`config.mk`:
```
export PLATFORM = sky130hd
export DESIGN_NAME = oms_supervisor
export DESIGN_NICKNAME = d
export VERILOG_FILES = /design/src/oms_pkg.sv /design/src/oms_supervisor.sv
export VERILOG_INCLUDE_DIRS = /design/src /design/src/src
export SDC_FILE = /design/constraint.sdc
export NUM_CORES = 1
export LEC_CHECK = 0
export BUFFER_PORTS_ARGS = -buffer_cell sky130_fd_sc_hd__buf_4
export CORE_UTILIZATION = 50
export CTS_BUF_LIST = sky130_fd_sc_hd__clkbuf_16
export CTS_CLUSTER_DIAMETER = 30
export DETAILED_ROUTE_END_ITERATION = 10
export GPL_ROUTABILITY_DRIVEN = 0
export PLACE_DENSITY_LB_ADDON = 0.12
export SKIP_CTS_REPAIR_TIMING = 1
export SLEW_MARGIN = 5
export SYNTH_ARGS = -nofsm -noshare
export SYNTH_HDL_FRONTEND = slang
export SYNTH_SLANG_ARGS = --single-unit
```
`constraint.sdc`:
```
create_clock -name pclk -period 2.5 [get_ports pclk]
set_input_delay 0.5 -clock pclk [delete_from_list [all_inputs] [get_ports pclk]]
set_output_delay 0.5 -clock pclk [all_outputs]
set_load 0.01 [all_outputs]
```
`src/oms_defines.svh`:
```
// Purpose: Constants for the operating mode supervisor
// Assumes: One APB word per register, byte addresses
// Notes:   Figures in thousandths, fault time in timebase ticks, ramp step in clocks
`ifndef OMS_DEFINES_SVH
`define OMS_DEFINES_SVH
// Register byte offsets
`define OMS_CTRL_OFS     8'h00
`define OMS_CFG_OFS      8'h04
`define OMS_LOWTX_OFS    8'h08
`define OMS_STATUS_OFS   8'h0C
`define OMS_DISP_OFS     8'h10
// CTRL fields
`define OMS_CTRL_MODE_LO 0
`define OMS_CTRL_MODE_HI 1
`define OMS_CTRL_TEST    2
// CFG fields and reset value
`define OMS_CFG_RLY3     0
`define OMS_CFG_LOOP2    1
`define OMS_CFG_PER_LO   2
`define OMS_CFG_PER_HI   4
`define OMS_CFG_RST      5'h0B
// STATUS fields
`define OMS_ST_TOP       0
`define OMS_ST_SUB       2
`define OMS_ST_OWN       4
`define OMS_ST_CAUSE     6
`define OMS_ST_WARN      7
`define OMS_ST_ERR       8
`define OMS_ST_LOWTX     9
`define OMS_ST_FCODE     12
`define OMS_ST_LPWR      16
// Stability limit 0.3 in thousandths
`define OMS_STAB_LIMIT   16'h012C
// Fault restart: one hour of one-second ticks
`define OMS_FAULT_SECS   3600
// Clocks per laser power step during power-up
`define OMS_RAMP_DIV     250
`define OMS_LPWR_MAX     8'hFF
`define OMS_LOWTX_RST    16'h0100
`endif

```
`src/oms_pkg.sv`:
```
// Purpose: Types for the operating mode supervisor
// Assumes: Used through scoped names only
// Notes:   Encodings are the default ones, counted up from zero
package oms_pkg;
    typedef enum logic [1:0] {TOP_START, TOP_MEAS, TOP_FAULT} oms_top_t;
    typedef enum logic [2:0] {S_INIT, S_SELFTEST, S_WARM, S_RAMP, S_MEAS,
                              S_FAULT} oms_state_t;
    typedef enum logic [1:0] {SUB_NORMAL, SUB_ZERO, SUB_SPAN,
                              SUB_MAINT} oms_sub_t;
    typedef enum logic [1:0] {OWN_NONE, OWN_HOST, OWN_AUX} oms_own_t;
    typedef enum logic [1:0] {DISP_START, DISP_CONC, DISP_ERROR,
                              DISP_OFF} oms_disp_t;
    typedef enum logic [2:0] {MSG_NONE, MSG_POWER, MSG_WDOG, MSG_WARN,
                              MSG_LOWTX, MSG_ERR, MSG_FAULT,
                              MSG_TEST} oms_msg_t;
endpackage : oms_pkg

```
`src/oms_supervisor.sv`:
```
// Purpose: Operating mode supervisor of a gas analyser
// Assumes: Status inputs come from logic on pclk; aux_mode is a pin
// Notes:   Registers over APB; relay outputs high means energised
//
// Summary of operation
// - Always in exactly one of start-up, measuring or fault.
// - Init, self-test, start-up precede measuring; wait for laser temp.
// - Start-up reports power cause or supervision-restart cause.
// - Show falling stability figure; below 0.3 ramp laser up.
// - Measuring holds one of four sub-modes.
// - Sub-mode requested from host link or external control inputs.
// - From normal either channel switches mode and becomes owner.
// - In zero or maintenance only owner returns to normal.
// - Normal mode refreshes display and loop every 1 to 7 s.
// - Display shows averaged concentration and transmission figure.
// - Warning keeps measuring, opens warning relay, loop untouched.
// - Error shows error, opens both relays, optional 2 mA loop.
// - Maintenance keeps measuring and drives relay 3 if configured.
// - Severe failure enters fault, alarms, opens relays, optional 2 mA loop.
// - Fault shows instrument off and fault nature, no concentration.
// - After one hour in fault restart through start-up.
// - Relay or loop test from host puts device in sleep.
// - Low optical signal raises a low-transmission warning.
`include "oms_defines.svh"
`timescale 1ns/1ps
`default_nettype none

module oms_supervisor #(
    parameter int          FAULT_SECS = `OMS_FAULT_SECS,
    parameter int          RAMP_DIV   = `OMS_RAMP_DIV,
    parameter logic [15:0] TRANS_MAX  = 16'hFFFF
) (
    input  wire logic        pclk,
    input  wire logic        presetn,
    input  wire logic        psel,
    input  wire logic        penable,
    input  wire logic        pwrite,
    input  wire logic [7:0]  paddr,
    input  wire logic [31:0] pwdata,
    output logic      [31:0] prdata,
    output logic             pready,
    output logic             pslverr,
    input  wire logic [1:0]  aux_mode,
    input  wire logic        tick_1s,
    input  wire logic        wdog_evt,
    input  wire logic        selftest_done,
    input  wire logic        selftest_pass,
    input  wire logic        laser_temp_ok,
    input  wire logic [15:0] stab_fig,
    input  wire logic        severe_fail,
    input  wire logic [3:0]  fault_code,
    input  wire logic        warn_cond,
    input  wire logic        err_cond,
    input  wire logic [15:0] avg_conc,
    input  wire logic [15:0] det_level,
    output logic             selftest_go,
    output logic [15:0]      stab_out,
    output logic [7:0]       laser_pwr,
    output logic             measuring,
    output logic [1:0]       top_mode,
    output logic [1:0]       sub_mode,
    output logic [1:0]       owner,
    output logic             cause_wdog,
    output logic [1:0]       disp_kind,
    output logic [2:0]       msg_code,
    output logic [3:0]       fault_nature,
    output logic [15:0]      disp_conc,
    output logic [15:0]      disp_trans,
    output logic [15:0]      trans_max,
    output logic             disp_upd,
    output logic             relay_warn,
    output logic             relay_err,
    output logic             relay_alarm,
    output logic             relay_maint,
    output logic             loop_force_2ma
);

    ////////////////////////////////////////////////////////////////////
    // Declarations
    oms_pkg::oms_state_t state_r, state_nxt;
    oms_pkg::oms_sub_t   sub_r;
    oms_pkg::oms_own_t   own_r;
    logic [1:0]  aux_s1_r, aux_s2_r, aux_s3_r, aux_val_r, aux_prev_r;
    logic        host_req_r;
    logic [1:0]  host_val_r;
    logic        test_r, was_test_r, wdog_r;
    logic [4:0]  cfg_r;
    logic [15:0] lowtx_r;
    logic [11:0] fsecs_r;
    logic [2:0]  usecs_r;
    logic [15:0] ramp_cnt_r;
    logic        lowtx_w, hour_w, wr_w, acc_w, map_w;
    logic [31:0] rdata_w;

    assign acc_w  = psel & penable & pready;
    assign wr_w   = acc_w & pwrite;
    assign lowtx_w = det_level < lowtx_r;
    assign hour_w = fsecs_r >= 12'(FAULT_SECS);
    assign map_w  = paddr == `OMS_CTRL_OFS  || paddr == `OMS_CFG_OFS ||
                    paddr == `OMS_LOWTX_OFS || paddr == `OMS_STATUS_OFS ||
                    paddr == `OMS_DISP_OFS;

    ////////////////////////////////////////////////////////////////////
    // APB: answer in the first access cycle, data ready from setup
    always_comb begin
        rdata_w = 32'h0;
        case (paddr)
            `OMS_CTRL_OFS: begin
                rdata_w[`OMS_CTRL_MODE_HI:`OMS_CTRL_MODE_LO] = host_val_r;
                rdata_w[`OMS_CTRL_TEST] = test_r;
            end
            `OMS_CFG_OFS:   rdata_w[4:0]  = cfg_r;
            `OMS_LOWTX_OFS: rdata_w[15:0] = lowtx_r;
            `OMS_STATUS_OFS: begin
                rdata_w[`OMS_ST_TOP +: 2]   = top_mode;
                rdata_w[`OMS_ST_SUB +: 2]   = sub_r;
                rdata_w[`OMS_ST_OWN +: 2]   = own_r;
                rdata_w[`OMS_ST_CAUSE]      = cause_wdog;
                rdata_w[`OMS_ST_WARN]       = warn_cond | lowtx_w;
                rdata_w[`OMS_ST_ERR]        = err_cond;
                rdata_w[`OMS_ST_LOWTX]      = lowtx_w;
                rdata_w[`OMS_ST_FCODE +: 4] = fault_nature;
                rdata_w[`OMS_ST_LPWR +: 8]  = laser_pwr;
            end
            `OMS_DISP_OFS:  rdata_w = {disp_trans, disp_conc};
            default:        rdata_w = 32'h0;
        endcase
    end

    // Ready, error and data all registered from the setup cycle
    always_ff @(posedge pclk or negedge presetn) begin
        if (!presetn) begin
            pready  <= 1'b0;
            pslverr <= 1'b0;
            prdata  <= 32'h0;
        end else begin
            pready  <= psel & ~penable;
            pslverr <= psel & ~penable & ~map_w;
            prdata  <= (psel & ~penable & ~pwrite) ? rdata_w : 32'h0;
        end
    end

    // Writable registers; a CTRL write is also a host mode request
    always_ff @(posedge pclk or negedge presetn) begin
        if (!presetn) begin
            cfg_r      <= `OMS_CFG_RST;
            lowtx_r    <= `OMS_LOWTX_RST;
            test_r     <= 1'b0;
            host_val_r <= 2'h0;
            host_req_r <= 1'b0;
        end else begin
            host_req_r <= 1'b0;
            if (wr_w && paddr == `OMS_CTRL_OFS) begin
                host_val_r <= pwdata[`OMS_CTRL_MODE_HI:`OMS_CTRL_MODE_LO];
                host_req_r <= 1'b1;
                test_r     <= pwdata[`OMS_CTRL_TEST];
            end
            if (wr_w && paddr == `OMS_CFG_OFS)
                cfg_r <= pwdata[4:0];
            if (wr_w && paddr == `OMS_LOWTX_OFS)
                lowtx_r <= pwdata[15:0];
        end
    end

    ////////////////////////////////////////////////////////////////////
    // External control inputs: three flops, accept when last two agree
    always_ff @(posedge pclk or negedge presetn) begin
        if (!presetn) begin
            aux_s1_r   <= 2'h0;
            aux_s2_r   <= 2'h0;
            aux_s3_r   <= 2'h0;
            aux_val_r  <= 2'h0;
            aux_prev_r <= 2'h0;
        end else begin
            aux_s1_r   <= aux_mode;
            aux_s2_r   <= aux_s1_r;
            aux_s3_r   <= aux_s2_r;
            if (aux_s2_r == aux_s3_r)
                aux_val_r <= aux_s3_r;
            aux_prev_r <= aux_val_r;
        end
    end

    ////////////////////////////////////////////////////////////////////
    // Top-level sequencing; fault overrides the sequence, a watchdog restart overrides fault
    always_comb begin
        state_nxt = state_r;
        case (state_r)
            oms_pkg::S_INIT:     state_nxt = oms_pkg::S_SELFTEST;
            oms_pkg::S_SELFTEST: begin
                if (selftest_done)
                    state_nxt = selftest_pass ? oms_pkg::S_WARM
                                              : oms_pkg::S_FAULT;
            end
            oms_pkg::S_WARM: begin
                if (laser_temp_ok && stab_fig < `OMS_STAB_LIMIT)
                    state_nxt = oms_pkg::S_RAMP;
            end
            oms_pkg::S_RAMP: begin
                if (laser_pwr == `OMS_LPWR_MAX)
                    state_nxt = oms_pkg::S_MEAS;
            end
            oms_pkg::S_MEAS:     state_nxt = oms_pkg::S_MEAS;
            oms_pkg::S_FAULT: begin
                if (!test_r && (was_test_r || hour_w))
                    state_nxt = oms_pkg::S_INIT;
            end
            default:             state_nxt = oms_pkg::S_INIT;
        endcase
        if (state_r != oms_pkg::S_FAULT && (severe_fail || test_r))
            state_nxt = oms_pkg::S_FAULT;
        if (wdog_evt)
            state_nxt = oms_pkg::S_INIT;
    end

    // One state register; the top mode is a registered map of it
    always_ff @(posedge pclk or negedge presetn) begin
        if (!presetn)
            state_r <= oms_pkg::S_INIT;
        else
            state_r <= state_nxt;
    end

    // Start cause: power at reset, supervision on forced restarts
    always_ff @(posedge pclk or negedge presetn) begin
        if (!presetn)
            wdog_r <= 1'b0;
        else if (wdog_evt || (state_r == oms_pkg::S_FAULT &&
                 state_nxt == oms_pkg::S_INIT && !was_test_r))
            wdog_r <= 1'b1;
    end

    // Sleep entered for a host test leaves when the test ends
    always_ff @(posedge pclk or negedge presetn) begin
        if (!presetn)
            was_test_r <= 1'b0;
        else if (state_nxt != oms_pkg::S_FAULT)
            was_test_r <= 1'b0;
        else if (test_r)
            was_test_r <= 1'b1;
    end

    // Restart timer counts seconds only while in fault
    always_ff @(posedge pclk or negedge presetn) begin
        if (!presetn)
            fsecs_r <= 12'h0;
        else if (state_r != oms_pkg::S_FAULT)
            fsecs_r <= 12'h0;
        else if (tick_1s && !hour_w)
            fsecs_r <= fsecs_r + 12'h1;
    end

    // Gradual laser power-up, one step per RAMP_DIV clocks
    always_ff @(posedge pclk or negedge presetn) begin
        if (!presetn) begin
            ramp_cnt_r <= 16'h0;
            laser_pwr  <= 8'h0;
        end else if (state_r == oms_pkg::S_RAMP ||
                     state_r == oms_pkg::S_MEAS) begin
            if (ramp_cnt_r >= 16'(RAMP_DIV - 1)) begin
                ramp_cnt_r <= 16'h0;
                if (laser_pwr != `OMS_LPWR_MAX)
                    laser_pwr <= laser_pwr + 8'h1;
            end else begin
                ramp_cnt_r <= ramp_cnt_r + 16'h1;
            end
        end else begin
            ramp_cnt_r <= 16'h0;
            laser_pwr  <= 8'h0;
        end
    end

    ////////////////////////////////////////////////////////////////////
    // Sub-mode arbitration with owner lock; host wins a tie
    always_ff @(posedge pclk or negedge presetn) begin
        if (!presetn) begin
            sub_r <= oms_pkg::SUB_NORMAL;
            own_r <= oms_pkg::OWN_NONE;
        end else if (state_r != oms_pkg::S_MEAS) begin
            sub_r <= oms_pkg::SUB_NORMAL;
            own_r <= oms_pkg::OWN_NONE;
        end else if (sub_r == oms_pkg::SUB_NORMAL) begin
            if (host_req_r && host_val_r != 2'h0) begin
                sub_r <= oms_pkg::oms_sub_t'(host_val_r);
                own_r <= oms_pkg::OWN_HOST;
            end else if (aux_val_r != aux_prev_r &&
                         aux_val_r != 2'h0) begin
                sub_r <= oms_pkg::oms_sub_t'(aux_val_r);
                own_r <= oms_pkg::OWN_AUX;
            end
        end else if ((own_r == oms_pkg::OWN_HOST && host_req_r &&
                       host_val_r == 2'h0) ||
                      (own_r == oms_pkg::OWN_AUX &&
                       aux_val_r != aux_prev_r && aux_val_r == 2'h0)) begin
            sub_r <= oms_pkg::SUB_NORMAL;
            own_r <= oms_pkg::OWN_NONE;
        end
    end

    ////////////////////////////////////////////////////////////////////
    // Periodic display and loop refresh while measuring
    always_ff @(posedge pclk or negedge presetn) begin
        if (!presetn) begin
            usecs_r    <= 3'h0;
            disp_upd   <= 1'b0;
            disp_conc  <= 16'h0;
            disp_trans <= 16'h0;
        end else begin
            disp_upd <= 1'b0;
            if (state_r != oms_pkg::S_MEAS) begin
                usecs_r <= 3'h0;
            end else if (tick_1s) begin
                if (usecs_r + 3'h1 >=
                    cfg_r[`OMS_CFG_PER_HI:`OMS_CFG_PER_LO]) begin
                    usecs_r    <= 3'h0;
                    disp_upd   <= 1'b1;
                    disp_conc  <= avg_conc;
                    disp_trans <= det_level;
                end else begin
                    usecs_r <= usecs_r + 3'h1;
                end
            end
        end
    end

    ////////////////////////////////////////////////////////////////////
    // Status outputs and display selection
    always_ff @(posedge pclk or negedge presetn) begin
        if (!presetn) begin
            top_mode     <= oms_pkg::TOP_START;
            sub_mode     <= oms_pkg::SUB_NORMAL;
            owner        <= oms_pkg::OWN_NONE;
            cause_wdog   <= 1'b0;
            measuring    <= 1'b0;
            selftest_go  <= 1'b0;
            stab_out     <= 16'h0;
            trans_max    <= 16'h0;
            fault_nature <= 4'h0;
            disp_kind    <= oms_pkg::DISP_START;
            msg_code     <= oms_pkg::MSG_POWER;
        end else begin
            top_mode <= state_r == oms_pkg::S_MEAS  ? oms_pkg::TOP_MEAS :
                        state_r == oms_pkg::S_FAULT ? oms_pkg::TOP_FAULT :
                                                      oms_pkg::TOP_START;
            sub_mode    <= sub_r;
            owner       <= own_r;
            cause_wdog  <= wdog_r;
            measuring   <= state_r == oms_pkg::S_MEAS;
            selftest_go <= state_r == oms_pkg::S_INIT;
            trans_max   <= TRANS_MAX;
            if (state_r == oms_pkg::S_WARM || state_r == oms_pkg::S_RAMP)
                stab_out <= stab_fig;
            if (state_r != oms_pkg::S_FAULT)
                fault_nature <= fault_code;
            if (state_r == oms_pkg::S_FAULT) begin
                disp_kind <= oms_pkg::DISP_OFF;
                msg_code  <= was_test_r ? oms_pkg::MSG_TEST
                                        : oms_pkg::MSG_FAULT;
            end else if (state_r != oms_pkg::S_MEAS) begin
                disp_kind <= oms_pkg::DISP_START;
                msg_code  <= wdog_r ? oms_pkg::MSG_WDOG
                                    : oms_pkg::MSG_POWER;
            end else if (err_cond) begin
                disp_kind <= oms_pkg::DISP_ERROR;
                msg_code  <= oms_pkg::MSG_ERR;
            end else begin
                disp_kind <= oms_pkg::DISP_CONC;
                msg_code  <= lowtx_w   ? oms_pkg::MSG_LOWTX :
                             warn_cond ? oms_pkg::MSG_WARN :
                                         oms_pkg::MSG_NONE;
            end
        end
    end

    ////////////////////////////////////////////////////////////////////
    // Relays fail open: any doubt leaves warning and error released
    always_ff @(posedge pclk or negedge presetn) begin
        if (!presetn) begin
            relay_warn     <= 1'b0;
            relay_err      <= 1'b0;
            relay_alarm    <= 1'b0;
            relay_maint    <= 1'b0;
            loop_force_2ma <= 1'b0;
        end else begin
            relay_warn  <= state_r == oms_pkg::S_MEAS && !err_cond &&
                           !warn_cond && !lowtx_w;
            relay_err   <= state_r == oms_pkg::S_MEAS && !err_cond;
            relay_alarm <= state_r == oms_pkg::S_FAULT;
            relay_maint <= state_r == oms_pkg::S_MEAS &&
                           sub_r == oms_pkg::SUB_MAINT &&
                           cfg_r[`OMS_CFG_RLY3];
            loop_force_2ma <= cfg_r[`OMS_CFG_LOOP2] &&
                              (state_r == oms_pkg::S_FAULT ||
                               (state_r == oms_pkg::S_MEAS && err_cond));
        end
    end

endmodule : oms_supervisor

`default_nettype wire
```
==> impl_metrics.json, run 1 <==
{
  "outcome": "finished clean",
  "grt_antenna_before_repair": 0,
  "synth_adder_area_share": 0.0383,
  "synth_xor_area_frac": 0.0247,
  "yosys_register_bits": 189,
  "maxCapViolations": 0,
  "timing.hold.worst.class": "input port to asynchronous set/reset pin",
  "most_common_cell_after_layout_fill_and_taps_aside": "sky130_fd_sc_hd__buf_4",
  "maxSlewViolCount": 0,
  "routed_wirelength_mm": 20.2,
  "layout.nets": 1112,
  "firstDrtPassIters": 7,
  "hold-worst-slack_ns": 0.0522,
  "placement.cell_area_um2": 10000,
  "clock_root_cell": "sky130_fd_sc_hd__clkbuf_16",
  "clk_path_buf_depth": 2,
  "cell_count_after_synthesis": 761,
  "combinational_family_with_the_most_area_after_synthesis": "simple AND/OR/NAND/NOR gates",
  "drt-wirelength-per-cell_um": 16.7,
  "ctsHtreeMaxLevel": 4,
  "hpwl_mm": 15.2,
  "rsz0062_at_grt": "false",
  "syn_area_per_cell_um2": 10.7,
  "synth_async_sr_flop_share": 1.00,
  "cts_sinks": 189,
  "final_period_minus_worst_setup_slack_ns": 2.18,
  "max_slew.worst_pin.slew_ns": 0.646,
  "worstPathMaxFanout": 11,
  "dr_total_vias": 6200,
  "worstPathRequired_ns": 2.80,
  "fp.dieW_um": 130,
  "r2r_slack_ns": 0.32,
  "sequential_cell_area_um2": 4740,
  "area_fraction_in_compound_gates_after_synthesis": 0.0904,
  "drtIter0Drc": 439,
  "placement.io_buffers": 220,
  "share_of_final_layout_standard_cells_stronger_than_drive_strength_1": 0.320,
  "initial_utilization": 0.513,
  "placement_rows": 46,
  "ir_drop_mv": 0.527,
  "setup_tns_ns": 0,
  "rr_endpoint": "disp_conc[7]",
  "crit_path_end_kind": "flop",
  "critical_path_class": "flop to flop",
  "pwr_density_cell_nw_per_um2": 715,
  "start_kind": "flop",
  "synth_area_um2": 8160,
  "fp.dieH_um": 130,
  "via_per_inst": 5.13,
  "grt_max_degree": 63,
  "clock_insertion_delay_worst_skew_ns": 0.42,
  "synth-simple-area-share": 0.155,
  "num_io_pins": 237,
  "setup-violations-final": 0,
  "maxClockFrequency_mhz": 458,
  "global_route.overflow_total": 0,
  "ys.flop_type": "sky130_fd_sc_hd__dfrtp_1",
  "multiplexer_share_of_the_synthesized_area": 0.0627,
  "clock_tree_from_tritoncts": "yes",
  "post-route-util": 0.668,
  "reg2regPathDepth": 7,
  "timing.final.crit_share": 0.874,
  "maxSlewHeadroom": 0.564,
  "edff_count_synth": 0,
  "core_region_area_um2": 15900,
  "synth_seq_area_share": 0.581,
  "worst-endpoint-arrival_ns": 2.49,
  "grt_first_pass_wirelength_mm": 31.4,
  "post_synth_num_cell_types": 60,
  "area_of_the_multi_input_gates_um2": 3070,
  "filler_cell_count": 1277,
  "first_global_vias": 6122,
  "drt.antenna.violating_nets": 0,
  "clk_transition_reported_paths_ns": 0.07,
  "drc": 0,
  "design.die.area_um2": 16800,
  "most-common-layout-cells": "sky130_fd_sc_hd__buf_4 (234), sky130_fd_sc_hd__dfrtp_1 (184), sky130_fd_sc_hd__nand2_1 (125), sky130_fd_sc_hd__nor2_1 (70)",
  "fin_skew_ns": 0.00763,
  "cts_made_buffers": 17,
  "diodes_inserted": 0,
  "ys.warnings.count": 0,
  "final_cell_area_um2": 10600,
  "final_hold_viol_count": 0,
  "cellLeakagePower_nw": 5.24,
  "area_growth_syn_to_layout_pct": 30.2,
  "worstReg2RegStart": "usecs_r[0]",
  "grt.total_usage": 0.248
}
-- how the worst max path moves through the flow --
stage / from / to / slack, ns / cells after the start
floorplan: usecs_r[0] / disp_conc[0] / 0.35 / 7
global placement: det_level[2] / msg_code[0] / 0.29 / 8
detailed placement: det_level[2] / msg_code[0] / 0.30 / 8
CTS: usecs_r[0] / disp_conc[7] / 0.31 / 7
global route: usecs_r[0] / disp_conc[7] / 0.24 / 7
finish: usecs_r[0] / disp_conc[7] / 0.32 / 7
-- power breakdown --
group | leakage [nW] | internal (mW) | switching [mW]
Combinational | 2.60 | 0.709 | 0.595
Sequential | 2.36 | 3.39 | 0.269
Clock | 0.280 | 1.47 | 1.16
-- worst max-delay path, stage by stage, from the launching register on --
cell and delay [ns]:
sky130_fd_sc_hd__dfrtp_1 0.40, sky130_fd_sc_hd__ha_1 0.32, sky130_fd_sc_hd__ha_1 0.28, sky130_fd_sc_hd__a21o_1 0.17, sky130_fd_sc_hd__a21o_1 0.20, sky130_fd_sc_hd__nand3_2 0.10
sky130_fd_sc_hd__buf_4 0.21, sky130_fd_sc_hd__mux2_2 0.36
-- state kept, by name (all words and copies together), names as in the netlist, 3 cells and up --
register and count:
cfg_r 5, disp_conc 16, disp_trans 16, fault_nature 4, fsecs_r 12, laser_pwr 8
lowtx_r 16, msg_code 3, prdata 32, ramp_cnt_r 16, stab_out 16, state_r 3
usecs_r 3
-- final cells by class --
cell class,count,share of cell area
clock buffers,17,0.0401
repair buffers,238,0.172
well taps,216,0.0255
flip-flops and latches,189,0.446
multi-input cells,498,0.289
clock inverters,15,0.0139
inverters,36,0.0127
-- stage by stage --
stage | worst slack, ns | cells | total power, mW
after floorplan | 0.352 | 768 | 4.19
after CTS | 0.311 | 1209 | 7.66
final | 0.316 | 1209 | 7.59
after global placement | 0.291 | 1177 | 4.99
after detailed placement | 0.302 | 1177 | 5.03
after global routing | 0.239 | 1209 | 7.92
-- synthesized netlist by cell type (all sizes together) (10+ instances only) --
| cell | instances | area share |
|---|---|---|
| nor2 | 73 | 0.034 |
| a22oi | 12 | 0.011 |
| nor3 | 15 | 0.0098 |
| clkbuf | 17 | 0.0078 |
| and3 | 16 | 0.012 |
| a222oi | 11 | 0.013 |
| o21ai | 36 | 0.023 |
| xor2 | 13 | 0.014 |
| ha | 25 | 0.038 |
| mux2 | 41 | 0.057 |
| a21oi | 26 | 0.016 |
| xnor2 | 10 | 0.011 |
| nand2 | 126 | 0.058 |
| dfrtp | 184 | 0.56 |
| buf | 28 | 0.023 |
| nand3 | 15 | 0.0092 |
| inv | 35 | 0.016 |
-- per-layer routing --
metal  up-vias  share of wire  global-route usage
met3        25          0.067              0.0615
met4         0          0.019              0.0787
met1      2969           0.43               0.321
met5         -              0                   0
met2       190           0.48               0.411
li1       3016              -                   -
-- cells by family after synthesis --
group / Yosys count
xor gates and xnor gates: 23
buffers and inverters: 81
and+or+nand+nor: 283
other: 2
adders and majority gates: 25
DFF: 189
AOI/OAI and AO/OA: 112
muxes: 46
Power figures use the tool's default switching activity.
==> inputs of run 2 (changes only) <==
--- a/config.mk
+++ b/config.mk
@@ -6,6 +6,7 @@
 export SDC_FILE = /design/constraint.sdc
 export NUM_CORES = 1
 export LEC_CHECK = 0
+export ABC_AREA = 1
 export BUFFER_PORTS_ARGS = -buffer_cell sky130_fd_sc_hd__buf_4
 export CORE_UTILIZATION = 50
 export CTS_BUF_LIST = sky130_fd_sc_hd__clkbuf_16
==> run 2 against run 1 <==
Against the previous run:
- via count is 15% higher
- wire length is 8.6% higher
- fmax is 6.6% lower
- clock skew is 0.0074 ns higher
- cell count is 19% higher
- register-to-register slack worse by 0.15 ns
- sequential share of layout area is 1.3 points lower
- setup slack worse by 0.15 ns
- final area is 2.9% higher
- critical path type unchanged
- largest power group unchanged
==> impl_metrics.json, run 2 <==
{
  "largest_reg_flops": 32,
  "hpwl_mm": 16.6,
  "post-place-ws_ns": 0.0922,
  "synth-simple-area-share": 0.237,
  "firstDrtPassIters": 5,
  "yosys_register_bits": 189,
  "synth_xor_area_frac": 0.0103,
  "cell_count_after_synthesis": 976,
  "hold-worst-slack_ns": 0.0559,
  "critical_path_buf_inv_count": 3,
  "edff_count_synth": 0,
  "maxCapViolations": 0,
  "minimum_setup_slack_in_the_final_design_ns": 0.162,
  "post-synth-top-count-cell": "sky130_fd_sc_hd__nand2_1",
  "worst-endpoint-arrival_ns": 2.70,
  "routed-wl-met2_mm": 10.9,
  "final_cell_area_um2": 10900,
  "pwr_density_cell_nw_per_um2": 648,
  "synth_async_sr_flop_share": 1.00,
  "placement.cell_area_um2": 10300,
  "area_growth_syn_to_layout_pct": 29.0,
  "outcome": "finished clean",
  "placement_rows": 47,
  "total_power_mw": 7.08,
  "fin_skew_ns": 0.0150,
  "ys.flop_type": "sky130_fd_sc_hd__dfrtp_1",
  "synth_adder_area_share": 0.0369,
  "filler_cell_count": 1431,
  "via_per_inst": 4.98,
  "grt_max_degree": 65,
  "drtIter0Drc": 437,
  "dr_total_vias": 7139,
  "crit_path_end_kind": "flop",
  "drt-wirelength-per-cell_um": 15.3,
  "final_period_minus_worst_setup_slack_ns": 2.34,
  "ctsHtreeMaxLevel": 4,
  "worstReg2RegStart": "usecs_r[0]",
  "layout.nets": 1333,
  "synth_seq_area_share": 0.559,
  "area_fraction_in_compound_gates_after_synthesis": 0.0783,
  "final_hold_viol_count": 0,
  "max_flop_register": "prdata",
  "timing.final.crit_share": 0.935,
  "multiplexer_share_of_the_synthesized_area": 0,
  "routedLengthMet1_mm": 9.59,
  "global_route.overflow_total": 0,
  "worstPathRequired_ns": 2.86,
  "start_kind": "flop",
  "routed_wirelength_mm": 21.9,
  "cts_made_buffers": 17,
  "ys.warnings.count": 0,
  "clock_insertion_delay_worst_skew_ns": 0.44,
  "netlist.top_cell.by_area": "sky130_fd_sc_hd__dfrtp_1",
  "fp.dieW_um": 132,
  "placement.io_buffers": 220,
  "core_region_area_um2": 16600,
  "syn_area_per_cell_um2": 8.68,
  "route.top_layer_used": "met4",
  "crit_chain": "ha_1 -> xnor2_1 -> inv_1 -> ha_1 -> a21oi_1 -> o21ai_0 -> a31oi_2 -> inv_1 -> nand2_2 -> buf_4 -> nand2_1 -> o21ai_0",
  "clock_tree_from_tritoncts": "yes",
  "met3WireLength_mm": 1.18,
  "timing.hold.worst.class": "input port to asynchronous set/reset pin",
  "maxSlewViolCount": 0,
  "worstPathMaxFanout": 13,
  "cellLeakagePower_nw": 5.62,
  "worst_path_max_delay_cell": "sky130_fd_sc_hd__dfrtp_1",
  "grt_antenna_before_repair": 0,
  "maxClockFrequency_mhz": 428,
  "most_common_cell_after_layout_fill_and_taps_aside": "sky130_fd_sc_hd__nand2_1",
  "design.die.area_um2": 17500,
  "num_io_pins": 237,
  "share_of_final_layout_standard_cells_stronger_than_drive_strength_1": 0.245,
  "finalNonFillerCells": 1434,
  "ir_drop_mv": 0.477,
  "most-common-layout-cells": "sky130_fd_sc_hd__nand2_1 (307), sky130_fd_sc_hd__buf_4 (229), sky130_fd_sc_hd__dfrtp_1 (184), sky130_fd_sc_hd__inv_1 (105), sky130_fd_sc_hd__nor2_1 (81)",
  "critical_path_class": "flop to flop",
  "crit_family": "compound AO/OA/AOI/OAI gates",
  "place_inst": 1401,
  "clk_path_buf_depth": 2,
  "synth.top_cells.by_count": "sky130_fd_sc_hd__nand2_1 (307), sky130_fd_sc_hd__dfrtp_1 (184), sky130_fd_sc_hd__inv_1 (105)",
  "drt.antenna.violating_nets": 0,
  "first_global_vias": 6811,
  "worst_path_largest_cell_delay_ns": 0.41,
  "reg2regPathDepth": 12,
  "grt_first_pass_wirelength_mm": 35.1,
  "r2r_slack_ns": 0.16,
  "rsz0062_at_grt": "true",
  "max_slew.worst_pin.slew_ns": 0.553,
  "synth_top_area_frac": 0.544,
  "drc": 0,
  "diodes_inserted": 0,
  "clk_transition_reported_paths_ns": 0.07,
  "synth_area_um2": 8470,
  "clock_root_cell": "sky130_fd_sc_hd__clkbuf_16",
  "initial_utilization": 0.511,
  "cts_sinks": 189,
  "post_synth_num_cell_types": 41,
  "fp.dieH_um": 132,
  "combinational_family_with_the_most_area_after_synthesis": "simple AND/OR/NAND/NOR gates",
  "grt.total_usage": 0.261,
  "synth.area.top_cells": "sky130_fd_sc_hd__dfrtp_1 (54%), sky130_fd_sc_hd__nand2_1 (14%), sky130_fd_sc_hd__inv_1 (4.7%), sky130_fd_sc_hd__ha_1 (3.7%), sky130_fd_sc_hd__nor2_1 (3.6%)",
  "maxSlewHeadroom": 0.631,
  "rr_endpoint": "disp_trans[0]",
  "setup-violations-final": 0
}
==> run 2: power breakdown <==
group	internal, mW	switching, mW	leakage, nW
clock network	1.31	1.26	0.262
registers	3.29	0.196	2.38
logic	0.490	0.533	2.98
total	5.09	1.99	5.62
==> run 2: cell families (layout without fill, tap and decap cells) <==
group,Yosys count,count (layout)
adders and majority gates,25,25
AOI/OAI and AO/OA,125,125
xor gates and xnor gates,10,10
and+or+nand+nor,475,475
other,2,9
DFF,189,189
buffers and inverters,150,381
==> run 2: worst reg2reg max path, cell delays in order, from the launching register on <==
cell and delay (ns):
sky130_fd_sc_hd__dfrtp_1 0.41, sky130_fd_sc_hd__ha_1 0.22, sky130_fd_sc_hd__xnor2_1 0.19, sky130_fd_sc_hd__inv_1 0.06
sky130_fd_sc_hd__ha_1 0.32, sky130_fd_sc_hd__a21oi_1 0.14, sky130_fd_sc_hd__o21ai_0 0.13, sky130_fd_sc_hd__a31oi_2 0.21
sky130_fd_sc_hd__inv_1 0.07, sky130_fd_sc_hd__nand2_2 0.13, sky130_fd_sc_hd__buf_4 0.23, sky130_fd_sc_hd__nand2_1 0.07
sky130_fd_sc_hd__o21ai_0 0.07
==> run 2: area by class of cell <==
class,count,area (um2),area share
Clock buffer,17,425,0.0389
Multi-Input combinational cell,644,3110,0.285
Tap cell,220,275,0.0252
Clock inverter,15,131,0.0120
Inverter,115,439,0.0402
Timing Repair Buffer,234,1810,0.166
Sequential cell,189,4740,0.434
==> run 2: per-layer routing <==
metal	GRT usage	vias up
met3	0.0423	14
met4	0.0736	0
met1	0.352	3402
met2	0.436	202
li1	-	3521
met5	0	-
==> run 2: worst max-delay path by stage <==
| stage | from | to | slack, ns | depth (start not counted) |
|---|---|---|---|---|
| finish | usecs_r[0] | disp_trans[0] | 0.16 | 12 |
| global route | usecs_r[0] | disp_trans[0] | -0.05 | 12 |
| CTS | usecs_r[0] | disp_conc[15] | 0.05 | 12 |
| detailed placement | usecs_r[0] | disp_conc[4] | 0.09 | 12 |
| global placement | usecs_r[0] | disp_conc[3] | 0.19 | 12 |
| floorplan | usecs_r[0] | disp_conc[0] | 0.39 | 13 |
==> run 2: stage by stage <==
step | util | TNS (ns)
after global routing | 0.659 | -0.380
after floorplan | - | 0
after CTS | 0.657 | 0
after global placement | 0.624 | 0
final | 0.659 | 0
after detailed placement | 0.624 | 0
==> inputs of run 3 (changes only) <==
--- a/config.mk
+++ b/config.mk
@@ -7,13 +7,14 @@
 export NUM_CORES = 1
 export LEC_CHECK = 0
 export ABC_AREA = 1
-export BUFFER_PORTS_ARGS = -buffer_cell sky130_fd_sc_hd__buf_4
 export CORE_UTILIZATION = 50
 export CTS_BUF_LIST = sky130_fd_sc_hd__clkbuf_16
 export CTS_CLUSTER_DIAMETER = 30
 export DETAILED_ROUTE_END_ITERATION = 10
+export DONT_BUFFER_PORTS = 1
 export GPL_ROUTABILITY_DRIVEN = 0
 export PLACE_DENSITY_LB_ADDON = 0.12
+export RECOVER_POWER = 25
 export SKIP_CTS_REPAIR_TIMING = 1
 export SLEW_MARGIN = 5
 export SYNTH_ARGS = -nofsm -noshare
==> run 3 against run 2 <==
Against the previous run:
- the run now ends with hold timing left
- sequential share of layout area grew 7.7 points
- sequential power grew 3%
- sequential cell count is the same
- setup slack gained 0.040 ns
- core utilization shrank 9.9 points
- critical path depth is the same
- highest routed layer unchanged
==> impl_metrics.json, run 3 (same netlist as run 2, synthesis figures left out) <==
{
  "layout.nets": 1111,
  "outcome": "complete, but fails checks",
  "clock_insertion_delay_worst_skew_ns": 0.43,
  "area_of_the_multi_input_gates_um2": 3100,
  "crit_path_end_kind": "flop",
  "reg2regPathDepth": 12,
  "placement_rows": 47,
  "initial_utilization": 0.511,
  "most_common_cell_after_layout_fill_and_taps_aside": "sky130_fd_sc_hd__nand2_1",
  "fin_skew_ns": 0.00806,
  "largest_reg_flops": 32,
  "core_region_area_um2": 16600,
  "grt.total_usage": 0.244,
  "rr_endpoint": "disp_conc[6]",
  "maxClockFrequency_mhz": 435,
  "clock_tree_from_tritoncts": "yes",
  "maxSlewHeadroom": 0.655,
  "ctsHtreeMaxLevel": 4,
  "start_kind": "flop",
  "firstDrtPassIters": 5,
  "setup_tns_ns": 0,
  "pwr_density_cell_nw_per_um2": 746,
  "most-common-layout-cells": "sky130_fd_sc_hd__nand2_1 (307), sky130_fd_sc_hd__dfrtp_1 (184), sky130_fd_sc_hd__inv_1 (109), sky130_fd_sc_hd__nor2_1 (81), sky130_fd_sc_hd__o21ai_0 (53)",
  "fp.dieH_um": 132,
  "worstPathMaxFanout": 32,
  "design.die.area_um2": 17500,
  "grt_first_pass_wirelength_mm": 32.3,
  "hold-worst-slack_ns": -0.227,
  "timing.final.crit_share": 0.919,
  "dr_total_vias": 6194,
  "maxCapViolations": 0,
  "area_growth_syn_to_layout_pct": 9.56,
  "cellLeakagePower_nw": 4.55,
  "worstReg2RegStart": "usecs_r[0]",
  "routed_wirelength_mm": 20.4,
  "first_global_vias": 5969,
  "setup-violations-final": 0,
  "worst_path_max_delay_cell": "sky130_fd_sc_hd__dfrtp_1",
  "placement.io_buffers": 0,
  "final_period_minus_worst_setup_slack_ns": 2.30,
  "drtIter0Drc": 395,
  "hpwl_mm": 14.9,
  "clk_transition_reported_paths_ns": 0.07,
  "cts_sinks": 189,
  "drt.antenna.violating_nets": 0,
  "num_io_pins": 237,
  "cts_made_buffers": 17,
  "post-route-util": 0.559,
  "global_route.overflow_total": 0,
  "worst-endpoint-arrival_ns": 2.62,
  "filler_cell_count": 1552,
  "grt_antenna_before_repair": 0,
  "sequential_cell_area_um2": 4740,
  "final_hold_viol_count": 184,
  "critical_path_buf_inv_count": 3,
  "clock_root_cell": "sky130_fd_sc_hd__clkbuf_16",
  "grt_max_degree": 190,
  "share_of_final_layout_standard_cells_stronger_than_drive_strength_1": 0.0716,
  "max_slew.worst_pin.slew_ns": 0.513,
  "crit_chain": "ha_1 -> xnor2_1 -> inv_1 -> ha_1 -> a21oi_1 -> o21ai_0 -> a31oi_1 -> inv_1 -> nand2_2 -> inv_4 -> nand2_1 -> nand2_1",
  "worst_path_largest_cell_delay_ns": 0.41,
  "max_flop_register": "prdata",
  "total_power_mw": 6.92,
  "drt-wirelength-per-cell_um": 16.9,
  "crit_family": "adder cells",
  "drc": 0,
  "via_per_inst": 5.11,
  "clk_path_buf_depth": 2,
  "ir_drop_mv": 0.510,
  "failed_checks": "hold timing",
  "critical_path_class": "flop to flop",
  "r2r_slack_ns": 0.20,
  "fp.dieW_um": 132,
  "timing.hold.worst.class": "input port to asynchronous set/reset pin",
  "maxSlewViolCount": 0,
  "worstPathRequired_ns": 2.82,
  "diodes_inserted": 0
}
## run 3: cell types whose count changed in the layout (fill, tap and decap cells not counted), sizes merged
cell      before  now
inv          119  117
clkinv         7    6
buf          233   12
bufinv         0    5
clkbuf        18   17
clkinvlp       4    2
## run 3: stage by stage
| step | cells | worst slack, ns | cell area, um2 |
|---|---|---|---|
| after floorplan | 983 | 0.394 | 8490 |
| after global placement | 1179 | 0.149 | 8630 |
| after detailed placement | 1179 | 0.111 | 8630 |
| after CTS | 1211 | 0.101 | 9260 |
| after global routing | 1212 | -0.0251 | 9280 |
| final | 1212 | 0.202 | 9280 |
## run 3: metal layers
metal | track usage | vias to the layer above | part of all wire | wire length, um
met5 | 0 | - | 0 | 0
met1 | 0.320 | 2923 | 0.44 | 8980
li1 | - | 3071 | - | -
met2 | 0.399 | 181 | 0.48 | 9890
met4 | 0.0685 | 0 | 0.011 | 231
met3 | 0.0665 | 19 | 0.065 | 1330
## run 3: layout make-up
class,count,area share
Inverter,115,0.0471
Clock buffer,17,0.0459
Timing Repair Buffer,12,0.0101
Sequential cell,189,0.511
Clock inverter,15,0.0223
Tap cell,220,0.0297
Multi-Input combinational cell,644,0.335
## run 3: worst max-delay path by stage
| stage | start | to | slack (ns) | depth (start not counted) |
|---|---|---|---|---|
| after floorplan | usecs_r[0] | disp_conc[0] | 0.39 | 13 |
| after global placement | usecs_r[0] | disp_conc[3] | 0.15 | 12 |
| after detailed placement | usecs_r[0] | disp_conc[1] | 0.11 | 12 |
| after CTS | usecs_r[0] | disp_trans[4] | 0.10 | 12 |
| after global routing | usecs_r[0] | disp_trans[10] | -0.03 | 12 |
| final | usecs_r[0] | disp_conc[6] | 0.20 | 12 |
## run 3: worst register-to-register path: cells and delay by family, from the launching register on
family	cells	cell delay, ns
flip-flops	1	0.41
adder cells (fa/ha/maj)	2	0.52
buffers and inverters	3	0.30
XOR/XNOR	1	0.18
AO/OA/AOI/OAI	3	0.49
AND/OR/NAND/NOR	3	0.30
## run 3: where the power goes
part           switching [mW]  internal, mW  total (mW)
combinational           0.255         0.147       0.402
clock                    1.15          1.76        2.91
sequential              0.316          3.29        3.61
total                    1.72          5.20        6.92
